[src/hdl/mac_addr_hash_mgmt_defines.vh]
/*
 * constants for the station address, group hash and phy management register bank.
 * assumes the includer uses word indices times four as apb byte addresses.
 */
`ifndef MAC_ADDR_HASH_MGMT_DEFINES_VH
`define MAC_ADDR_HASH_MGMT_DEFINES_VH

// ----------------------------------------
// register indices (byte address = index * 4)
// ----------------------------------------
`define IDX_MAC_CTRL      4'h1
`define IDX_ADDR_HIGH     4'h2
`define IDX_ADDR_LOW      4'h3
`define IDX_HASH_HIGH     4'h4
`define IDX_HASH_LOW      4'h5
`define IDX_MGMT_ACC      4'h6
`define IDX_MGMT_DATA     4'h7

// ----------------------------------------
// reset values
// ----------------------------------------
`define RST_ADDR_LOW      32'h0fffffff
`define RST_ADDR_HIGH     16'hffff
`define RST_HASH          32'h00000000

// ----------------------------------------
// field positions, management clock divider, frame bit positions and sizes
// ----------------------------------------
`define BIT_PASS_ALL      19
`define BIT_BUSY          0
`define BIT_WNR           1
`define MGMT_CLK_DIV      8'h13
`define MGMT_FRAME_BITS   7'h40
`define MGMT_TA_BIT       7'h2e
`define MGMT_RD_FIRST     7'h30
`define HASH_BITS         64

`endif

[src/hdl/mac_addr_hash_mgmt_regs.v]
/*
 * station address, group hash filter and phy management register bank.
 * assumes an apb master on pclk, a config-memory controller presenting load bytes,
 * and a receive path presenting the hash index of each group frame.
 */
// Decided for this implementation: the APB register port.
`timescale 1ns/10ps
`default_nettype none
`include "mac_addr_hash_mgmt_defines.vh"

module mac_addr_hash_mgmt_regs (
	input  wire        pclk,
	input  wire        presetn,
	input  wire        clk_en,
	input  wire        psel,
	input  wire        penable,
	input  wire        pwrite,
	input  wire [11:0] paddr,
	input  wire [31:0] pwdata,
	output reg  [31:0] prdata,
	output reg         pready,
	output reg         pslverr,
	input  wire        cfg_present,
	input  wire        cfg_byte_valid,
	input  wire [2:0]  cfg_byte_index,
	input  wire [7:0]  cfg_byte_data,
	input  wire        cfg_done,
	output reg         init_done,
	input  wire        grp_valid,
	input  wire [5:0]  grp_hash_index,
	output reg         grp_accept,
	output reg  [47:0] station_address_wire,
	output reg         mdc,
	output reg         mdio_out,
	output reg         mdio_oe_n,
	input  wire        mdio_in
);

	// ----------------------------------------
	// registers
	// ----------------------------------------
	reg [31:0] station_address_low_q;
	reg [15:0] station_address_high_q;
	reg [31:0] group_hash_table_high_q;
	reg [31:0] group_hash_table_low_q;
	reg        pass_all_group_frames_q;
	reg [4:0]  phy_addr_q;
	reg [4:0]  phy_register_index_q;
	reg        phy_write_not_read_q;
	reg        phy_access_busy_q;
	reg [15:0] mgmt_data_q;
	reg        mdio_s1_q;
	reg        mdio_s2_q;
	reg [7:0]  div_q;
	reg [6:0]  bit_q;
	reg [63:0] shift_q;
	reg [15:0] rd_shift_q;

	wire [3:0] idx = paddr[5:2];
	wire       mapped = (paddr[11:6] == 6'h00) && (idx >= `IDX_MAC_CTRL) && (idx <= `IDX_MGMT_DATA);
	wire       acc = psel && penable && !pready;
	wire       wr = acc && pwrite && mapped;
	wire       rise = (div_q == `MGMT_CLK_DIV) && !mdc;
	wire       fall = (div_q == `MGMT_CLK_DIV) && mdc;

	// ----------------------------------------
	// apb slave: one wait state, unmapped answers with pslverr
	// ----------------------------------------
	reg [31:0] rd_d;
	always @* begin
		case (idx)
		`IDX_MAC_CTRL:  rd_d = {12'h000, pass_all_group_frames_q, 19'h00000};
		`IDX_ADDR_HIGH: rd_d = {16'h0000, station_address_high_q};
		`IDX_ADDR_LOW:  rd_d = station_address_low_q;
		`IDX_HASH_HIGH: rd_d = group_hash_table_high_q;
		`IDX_HASH_LOW:  rd_d = group_hash_table_low_q;
		`IDX_MGMT_ACC:  rd_d = {16'h0000, phy_addr_q, phy_register_index_q, 4'h0,
		                        phy_write_not_read_q, phy_access_busy_q};
		`IDX_MGMT_DATA: rd_d = {16'h0000, mgmt_data_q};
		default:        rd_d = 32'h00000000;
		endcase
	end

	always @(posedge pclk or negedge presetn) begin
		if (!presetn) begin
			prdata  <= 32'h00000000;
			pready  <= 1'b0;
			pslverr <= 1'b0;
		end else if (clk_en) begin
			pready  <= acc;
			pslverr <= acc && !mapped;
			prdata  <= (acc && !pwrite && mapped) ? rd_d : 32'h00000000;
		end
	end

	// ----------------------------------------
	// station address: power-on load then host writes
	// ----------------------------------------
	always @(posedge pclk or negedge presetn) begin
		if (!presetn) begin
			station_address_low_q  <= `RST_ADDR_LOW;
			station_address_high_q <= `RST_ADDR_HIGH;
			init_done              <= 1'b0;
		end else if (clk_en) begin
			if (!init_done) begin
				if (cfg_present && cfg_byte_valid) begin
					case (cfg_byte_index)
					3'h1: station_address_low_q[7:0]    <= cfg_byte_data;
					3'h2: station_address_low_q[15:8]   <= cfg_byte_data;
					3'h3: station_address_low_q[23:16]  <= cfg_byte_data;
					3'h4: station_address_low_q[31:24]  <= cfg_byte_data;
					3'h5: station_address_high_q[7:0]   <= cfg_byte_data;
					3'h6: station_address_high_q[15:8]  <= cfg_byte_data;
					default: ;
					endcase
				end
				if (cfg_done || !cfg_present)
					init_done <= 1'b1;
			end else if (wr && idx == `IDX_ADDR_LOW) begin
				station_address_low_q <= pwdata;
			end else if (wr && idx == `IDX_ADDR_HIGH) begin
				station_address_high_q <= pwdata[15:0];
			end
		end
	end

	// byte 0 of the wire vector is the first on the medium
	always @(posedge pclk or negedge presetn) begin
		if (!presetn)
			station_address_wire <= 48'h000000000000;
		else if (clk_en)
			station_address_wire <= {station_address_high_q, station_address_low_q};
	end

	// ----------------------------------------
	// group hash filter
	// ----------------------------------------
	// one decoded hit per table bit; the high register holds table bits 63:32
	wire [63:0] hash_table = {group_hash_table_high_q, group_hash_table_low_q};
	wire [63:0] hash_hit;
	genvar      g;
	generate
		for (g = 0; g < `HASH_BITS; g = g + 1) begin : g_hash_bit
			localparam [5:0] SEL = g;
			assign hash_hit[g] = (grp_hash_index == SEL) && hash_table[g];
		end
	endgenerate

	always @(posedge pclk or negedge presetn) begin
		if (!presetn) begin
			group_hash_table_high_q <= `RST_HASH;
			group_hash_table_low_q  <= `RST_HASH;
			pass_all_group_frames_q <= 1'b0;
			grp_accept              <= 1'b0;
		end else if (clk_en) begin
			if (wr && idx == `IDX_HASH_HIGH)
				group_hash_table_high_q <= pwdata;
			if (wr && idx == `IDX_HASH_LOW)
				group_hash_table_low_q <= pwdata;
			if (wr && idx == `IDX_MAC_CTRL)
				pass_all_group_frames_q <= pwdata[`BIT_PASS_ALL];
			grp_accept <= grp_valid && (pass_all_group_frames_q || (|hash_hit));
		end
	end

	// ----------------------------------------
	// management access engine
	// ----------------------------------------
	// writes to access or data while busy are dropped, so a careless host cannot corrupt a frame
	always @(posedge pclk or negedge presetn) begin
		if (!presetn) begin
			mdio_s1_q <= 1'b0;
			mdio_s2_q <= 1'b0;
		end else if (clk_en) begin
			mdio_s1_q <= mdio_in;
			mdio_s2_q <= mdio_s1_q;
		end
	end

	always @(posedge pclk or negedge presetn) begin
		if (!presetn) begin
			phy_addr_q           <= 5'h00;
			phy_register_index_q <= 5'h00;
			phy_write_not_read_q <= 1'b0;
			phy_access_busy_q    <= 1'b0;
			mgmt_data_q          <= 16'h0000;
			div_q                <= 8'h00;
			bit_q                <= 7'h00;
			shift_q              <= 64'h0000000000000000;
			rd_shift_q           <= 16'h0000;
			mdc                  <= 1'b0;
			mdio_out             <= 1'b1;
			mdio_oe_n            <= 1'b1;
		end else if (clk_en) begin
			if (!phy_access_busy_q) begin
				mdc       <= 1'b0;
				div_q     <= 8'h00;
				mdio_oe_n <= 1'b1;
				if (wr && idx == `IDX_MGMT_DATA)
					mgmt_data_q <= pwdata[15:0];
				if (wr && idx == `IDX_MGMT_ACC) begin
					phy_addr_q           <= pwdata[15:11];
					phy_register_index_q <= pwdata[10:6];
					phy_write_not_read_q <= pwdata[`BIT_WNR];
					phy_access_busy_q    <= pwdata[`BIT_BUSY];
					bit_q                <= 7'h00;
					// preamble, start, opcode, phy, reg, turnaround, data
					shift_q <= {32'hffffffff, 2'b01, pwdata[`BIT_WNR] ? 2'b01 : 2'b10,
					            pwdata[15:11], pwdata[10:6], 2'b10, mgmt_data_q};
				end
			end else begin
				div_q <= (div_q == `MGMT_CLK_DIV) ? 8'h00 : div_q + 8'h01;
				if (fall) begin
					mdc       <= 1'b0;
					mdio_out  <= shift_q[63];
					shift_q   <= {shift_q[62:0], 1'b1};
					// on reads the phy owns the line from the turnaround on
					mdio_oe_n <= !(phy_write_not_read_q || bit_q < `MGMT_TA_BIT);
					bit_q     <= bit_q + 7'h01;
					if (bit_q == `MGMT_FRAME_BITS) begin
						mdio_oe_n         <= 1'b1;
						phy_access_busy_q <= 1'b0;
						if (!phy_write_not_read_q)
							mgmt_data_q <= rd_shift_q;
					end
				end
				if (rise) begin
					mdc <= 1'b1;
					if (bit_q > `MGMT_RD_FIRST)
						rd_shift_q <= {rd_shift_q[14:0], mdio_s2_q};
				end
			end
		end
	end

endmodule // mac_addr_hash_mgmt_regs
`default_nettype wire

[config.mk]
export PLATFORM = sky130hd
export DESIGN_NAME = mac_addr_hash_mgmt_regs
export DESIGN_NICKNAME = d
export VERILOG_FILES = /design/src/hdl/mac_addr_hash_mgmt_regs.v
export VERILOG_INCLUDE_DIRS = /design/src /design/src/hdl
export SDC_FILE = /design/constraint.sdc
export NUM_CORES = 1
export LEC_CHECK = 0
export BUFFER_PORTS_ARGS = -buffer_cell sky130_fd_sc_hd__clkbuf_2
export CORE_UTILIZATION = 56
export CTS_BUF_LIST = sky130_fd_sc_hd__clkbuf_16
export DETAILED_ROUTE_END_ITERATION = 12
export GPL_ROUTABILITY_DRIVEN = 0
export PLACE_DENSITY = 0.77
export SLEW_MARGIN = 20
export SYNTH_ARGS = -nofsm -noshare
export SYNTH_HDL_FRONTEND = slang
export SYNTH_SLANG_ARGS = --single-unit
[constraint.sdc]
create_clock -name pclk -period 6.83 [get_ports pclk]
set_clock_uncertainty 0.05 [all_clocks]
set_input_delay 1.0245 -clock pclk [delete_from_list [all_inputs] [get_ports pclk]]
set_output_delay 1.0245 -clock pclk [all_outputs]
set_load 0.1 [all_outputs]
# After elaboration in Yosys (flattened, before gate mapping)
# Index checks and enable logic that the tools add are counted.
[totals]
register_bits = 325
input_bits = 72
out_inout_bits = 87
word_cells = 283
[classes]
addsub = 2
magnitude_cmp = 4
eq_ne = 85
muxes = 41
bitwise = 1
n_reduce_logical = 121
[ops]
columns = ["op", "count"]
rows = [
  ["$pmux 32 s7", 1],
  ["$eq 6x6->1 const B", 32],
  ["$mux 64", 3],
  ["$mux 16", 9],
  ["$mux 32", 4],
  ["$eq 6x5->1 const B", 16],
  ["$logic_and 1x1->1", 84],
  ["$mux 8", 8],
  ["$reduce_or 64->1", 1],
  ["$eq 6x4->1 const B", 8],
  ["$eq 6x3->1 const B", 4],
  ["$mux 7", 3],
  ["$reduce_and 4->1", 5],
  ["$reduce_bool 2->1", 9],
  ["$eq 4x3->1 const B", 4],
  ["$reduce_and 5->1", 3],
  ["$eq 6x2->1 const B", 2],
  ["$logic_not 6->1", 2],
  ["$mux 1", 12],
  ["$reduce_and 2->1", 5],
  ["$eq 3x3->1 const B", 3],
  ["$reduce_and 3->1", 3],
  ["$add 8x1->8 const B", 1],
  ["$eq 4x2->1 const B", 2],
  ["18 further kinds", 30],
]

# Logic depth before layout (Yosys ltp)
[logic_depth]
ltp_word = 8
mapped_depth = 9
depth_no_buf = 8

# Least setup slack after synthesis
# OpenSTA, ideal clock, no wires.
[synth_path]
path_type = "in2reg"
from = "input port paddr[3]"
to = "register mgmt_data_q[10]"
setup_ps = 125
t_arrival_ps = 2802
t_required_ps = 6655
path_slack_ps = 3853
path_stages = 9
n_path_buf = 3
cell_sequence = "buf_2 > or4_1 > and3_1 > buf_2 > nand2_2 > nor4_2 > o21bai_4 > buf_6 > mux2_4"
[synth_between]
elab_chain_len = 7
elab_cells_between_ends = 9
cone_classes = "order compare (2); eq/ne (1); reduce/logical (6)"
[synth_lines]
columns = ["element", "line_no", "source"]
rows = [
  ["start, declared", "mac_addr_hash_mgmt_regs.v:18", "input wire [11:0] paddr,"],
  ["$ge 4x1->1 (no source line)", "n/a", ""],
  ["$logic_and 1x1->1 (2 in series)", "mac_addr_hash_mgmt_regs.v:60", "wire mapped = (paddr[11:6] == 6'h00) && (idx >= `IDX_MAC_CTRL) && (idx <= `IDX_MGMT_DATA);"],
  ["$logic_and 1x1->1", "mac_addr_hash_mgmt_regs.v:62", "wire wr = acc && pwrite && mapped;"],
  ["$logic_and 1x1->1 (no source line) *", "n/a", ""],
  ["$reduce_bool 2->1 (no source line) *", "n/a", ""],
  ["$reduce_and 5->1 (no source line) *", "n/a", ""],
  ["end signal, assigned", "mac_addr_hash_mgmt_regs.v:200", "mgmt_data_q <= pwdata[15:0];"],
  ["end signal, assigned", "mac_addr_hash_mgmt_regs.v:224", "mgmt_data_q <= rd_shift_q;"],
  ["end, declared", "mac_addr_hash_mgmt_regs.v:51", "reg [15:0] mgmt_data_q;"],
]
# Mark *: on every way between the ends. The rest lies on a longest branch, timed or not.
# A chain may end at the register's enable or synchronous reset.

# Worst setup path in the final report
[layout_path]
from = "input port clk_en"
to = "register station_address_low_q[24]"
[layout_between]
elab_chain_len = 1
[layout_lines]
columns = ["element", "line_no", "source"]
rows = [
  ["start, declared", "mac_addr_hash_mgmt_regs.v:14", "input wire clk_en,"],
  ["$reduce_and 4->1 (no source line)", "n/a", ""],
  ["end signal, assigned", "mac_addr_hash_mgmt_regs.v:101", "station_address_low_q <= `RST_ADDR_LOW;"],
  ["end signal, assigned", "mac_addr_hash_mgmt_regs.v:111", "3'h4: station_address_low_q[31:24] <= cfg_byte_data;"],
  ["end signal, assigned", "mac_addr_hash_mgmt_regs.v:120", "station_address_low_q <= pwdata;"],
  ["end, declared", "mac_addr_hash_mgmt_regs.v:42", "reg [31:0] station_address_low_q;"],
]
# Every way passes these cells.

==> impl_summary.txt <==
----------------------------------------------------
[Clocking]
  Clock latency of the later-clocked register in the worst-skew pair ... 0.51 ns
  Clk root buf ... sky130_fd_sc_hd__clkbuf_16
  Hold buffer count at CTS ... 0
  Number of buffers inserted by post-CTS setup repair ... 0
  Number of buffers added by the clock tree synthesis step ... 34
  Clock tree from TritonCTS ... built
  H-tree lvl count ... 2
  Max Buffers Root-to-Sink ... 3
  Post-CTS clock slew at the launch and capture registers of the worst setup and hold paths ... 0.06 ns
  Number of gates resized after cts ... 0
  CTS sink count ... 325

[Timing]
  Worst setup slack after layout ... 3.69 ns
  RSZ-0062 raised after global routing ... false
  Final hold violation count ... 0
  Fin. max-slew vios ... 0
  Shortest period the worst path allows ... about 3.1 ns
  Number of endpoints failing setup at the final stage ... 0
  Final cycle utilization of the critical path ... 0.460
  Highest clock frequency the design can meet ... 0.319 GHz
  Worst max-slew margin expressed relative to the limit ... 0.350
  Measured slew at the worst slew-check pin ... 0.975 ns
  Setup Total Neg Slack ... 0 ns

[Worst setup path]
  Data required time of the worst path ... 7.20 ns
  Critical path launch point type ... input pin
  Depth of the most critical reg-to-reg path ... 5
  Startpoint of the most critical register-to-register path ... div_q[2]$_DFFE_PN0P_
  Worst reg-to-reg setup slack ... 4.03 ns
  Classification of the worst setup path ... input pin to register
  Arrival time at the worst endpoint ... approximately 3.5 ns
  R2r endpoint ... shift_q[10]$_DFFE_PN0P_
  Endpoint type of the worst setup path ... register
  Crit Path Max Fanout ... 48

[Final layout]
  Commonest non-fill, non-tap cell in the layout ... sky130_fd_sc_hd__dfrtp_1
  Area growth, synth to finish ... 14.2%
  Number of nets in the finished design ... 1,458
  Fraction of final layout cells with drive strength greater than 1 ... 0.300
  Fraction of the core area covered by cells at the end of the flow ... 0.658
  Top library cells by usage in the layout, fill and taps aside ... 278 x sky130_fd_sc_hd__dfrtp_1, 154 x sky130_fd_sc_hd__clkbuf_2, 149 x sky130_fd_sc_hd__nand2_1
  Area occupied by registers ... roughly 8200 um2
  Filler instances ... 1,859
  Area taken by multi-input logic gates ... 6090 um2

[Routing]
  DRC marker count from the first detailed-route iteration ... 1,120
  DRC viols ... 0
  Vias/cell ... 6.23
  Detailed Routing Iterations Pass 1 ... 8
  Met2 Routed Length ... roughly 17 mm
  Overall routed net length ... ~38 mm
  Via count ... roughly 11,000
  Wire length per cell after detailed routing ... approximately 22 um
  Sum of met3 wire segment lengths after detailed routing ... around 2.9 mm
  Number of nets still failing antenna checks after routing ... 0
  Met1 wire length ... 15.5 mm
  Top Layer Used ... met4

[Min path]
  Path category of the worst min-delay check ... register to register
  Count of cells along the worst hold path ... 2
  Origin of the worst min-delay path ... mdio_out$_DFFE_PN1P_
  Hold endpoint ... mdio_out$_DFFE_PN1P_

[Placement]
  Buffers added on ports ... 156
  Placement-stage worst setup slack ... 3.06 ns
  HPWL Detailed ... 24.2 mm

[Global routing]
  Vias in the first global route ... 10,659
  GRT overflow ... 0
  Antenna violations before repair ... 1
  Maximum number of pins on one net before global-route repair ... 201
  All-layer global routing usage ... 0.288
  First-pass GRT wire length ... 59.0 mm

[Synthesis]
  Number of unique standard cell types used by synthesis ... 65
  Cell area after synthesis ... about 15,000 um2
  Post-synthesis net count ... 1,332
  Post-synthesis instance total ... 1,257
  Total number of yosys warnings ... 0
  Avg Inst Size Synth ... 11.7 um2
  Seq/Total Area, Yosys ... 0.558
  Post-synth ARST share ... 1.00
  Number of flip-flops and latches in the synthesized netlist ... 325
  Number of enable flip-flop cells after synthesis ... 0
  Most instantiated flip-flop cell in the synthesis netlist ... sky130_fd_sc_hd__dfrtp_1

[Run status]
  Result of the run ... finished, final reports clean

[Floorplan]
  Die Span X ... 164 um
  Total Die Area ... 26,900 um2
  FP Rows ... 58
  Initial standard-cell utilization of the core ... 0.577
  Vert. Die Dim ... 164 um
  Floorplan core area ... 25,500 um2
  Count of boundary I/O pins ... about 160

[Power and ir drop]
  Leakage power ... 8.32 nW
  Worst supply voltage drop on vdd ... approximately 0.00019 V
  Areal power density over the cells ... about 270 nW/um2

[Flow run]
  Max Cap Violations ... 0

----------------------------------------------------
cell type report:
type / instances / share of cell area
timing repair buffer: 173 / 0.0567
sequential: 325 / 0.489
multi-input combinational: 837 / 0.363
clock inverter: 25 / 0.00910
tap: 330 / 0.0246
clock buffer: 37 / 0.0552
antenna: 1 / 0.000149
inverter: 12 / 0.00269
per-layer routing:
metal | GRT usage | up-vias
li1 | - | 4846
met1 | 0.378 | 5434
met2 | 0.456 | 470
met3 | 0.0598 | 97
met4 | 0.141 | 0
met5 | 0 | -
critical path: stages:
cell and delay [ns]:
sky130_fd_sc_hd__buf_2 0.38, sky130_fd_sc_hd__buf_4 0.66, sky130_fd_sc_hd__nand2_1 0.36, sky130_fd_sc_hd__a21oi_2 0.69, sky130_fd_sc_hd__nor2_1 0.14, sky130_fd_sc_hd__a31oi_1 0.23
synthesized netlist by cell type (4+ instances only):
| cell | count | share of area |
|---|---|---|
| sky130_fd_sc_hd__buf_1 | 10 | 0.0026 |
| sky130_fd_sc_hd__xor2_1 | 6 | 0.0036 |
| sky130_fd_sc_hd__a222oi_1 | 19 | 0.013 |
| sky130_fd_sc_hd__clkbuf_1 | 46 | 0.012 |
| sky130_fd_sc_hd__nor3_1 | 6 | 0.0020 |
| sky130_fd_sc_hd__dfstp_2 | 46 | 0.082 |
| sky130_fd_sc_hd__a22oi_1 | 30 | 0.015 |
| sky130_fd_sc_hd__a31oi_1 | 55 | 0.023 |
| sky130_fd_sc_hd__nor2b_1 | 9 | 0.0038 |
| sky130_fd_sc_hd__a32o_1 | 4 | 0.0027 |
| sky130_fd_sc_hd__nor2_1 | 99 | 0.025 |
| sky130_fd_sc_hd__nor3b_1 | 5 | 0.0026 |
| sky130_fd_sc_hd__nand3_1 | 16 | 0.0055 |
| sky130_fd_sc_hd__dfrtp_1 | 279 | 0.48 |
| sky130_fd_sc_hd__a21oi_2 | 4 | 0.0024 |
| sky130_fd_sc_hd__o21ai_1 | 5 | 0.0017 |
| sky130_fd_sc_hd__buf_2 | 16 | 0.0055 |
| sky130_fd_sc_hd__mux2_2 | 108 | 0.083 |
| sky130_fd_sc_hd__nand4_1 | 6 | 0.0026 |
| sky130_fd_sc_hd__inv_1 | 12 | 0.0031 |
| sky130_fd_sc_hd__mux2_1 | 50 | 0.038 |
| sky130_fd_sc_hd__nand2b_1 | 14 | 0.0060 |
| sky130_fd_sc_hd__and3_1 | 8 | 0.0034 |
| sky130_fd_sc_hd__a221oi_1 | 16 | 0.0095 |
| sky130_fd_sc_hd__mux2_4 | 20 | 0.020 |
| sky130_fd_sc_hd__nor4_1 | 5 | 0.0021 |
| sky130_fd_sc_hd__a21oi_1 | 36 | 0.012 |
| sky130_fd_sc_hd__o21ai_0 | 49 | 0.017 |
| sky130_fd_sc_hd__mux2i_1 | 33 | 0.022 |
| sky130_fd_sc_hd__nand2_1 | 150 | 0.038 |
| sky130_fd_sc_hd__buf_4 | 6 | 0.0031 |
| sky130_fd_sc_hd__buf_6 | 4 | 0.0031 |
| sky130_fd_sc_hd__o2bb2ai_1 | 30 | 0.018 |
per-stage QoR:
stage / power, mW / std cells / area (um2) / hold WS (ns)
2_1_floorplan: 2.55 / 1257 / 14700 / 0.383
3_3_place_gp: 2.71 / 1676 / 15700 / 0.394
3_5_place_dp: 2.72 / 1676 / 15700 / 0.395
4_1_cts: 4.50 / 1738 / 16700 / 0.411
5_1_grt: 4.62 / 1739 / 16800 / 0.422
6_report: 4.48 / 1740 / 16800 / 0.407
sequential cells by signal (all words and copies together), names as in the netlist, 16 cells and up:
signal                   flops
group_hash_table_high_q     32
group_hash_table_low_q      32
mgmt_data_q                 16
prdata                      32
rd_shift_q                  16
shift_q                     64
station_address_high_q      16
station_address_low_q       32
station_address_wire        48
worst max-delay path by stage:
| stage | start | endpoint | slack [ns] | cells past startpoint |
|---|---|---|---|---|
| global route | clk_en | station_address_low_q[24]$_DFFE_PN1P_ | 3.54 | 6 |
| CTS | clk_en | prdata[6]$_DFFE_PN0P_ | 3.57 | 5 |
| floorplan | paddr[3] | mgmt_data_q[10]$_DFFE_PN0P_ | 3.85 | 9 |
| detailed placement | clk_en | prdata[6]$_DFFE_PN0P_ | 3.06 | 5 |
| global placement | paddr[5] | phy_addr_q[0]$_DFFE_PN0P_ | 3.02 | 6 |
| finish | clk_en | station_address_low_q[24]$_DFFE_PN1P_ | 3.69 | 6 |
cells by family (layout without fill, tap and decap cells):
kind of cell	count (synthesis)	count (layout)	share of synthesized area
muxes	214	214	0.169
DFF	325	325	0.558
and+or+nand+nor	338	338	0.106
AOI/OAI and AO/OA	273	273	0.130
other	0	1	0
xor gates and xnor gates	9	9	0.00537
buffers and inverters	95	247	0.0300
adders and majority gates	3	3	0.00256
power by group:
part / leakage (nW) / switching, mW / internal (mW) / total [mW]
clock network: 0.573 / 0.740 / 1.05 / 1.79
logic: 3.44 / 0.418 / 0.163 / 0.581
registers: 4.31 / 0.0822 / 2.03 / 2.11
total: 8.32 / 1.24 / 3.24 / 4.48
Power figures use the tool's default switching activity.
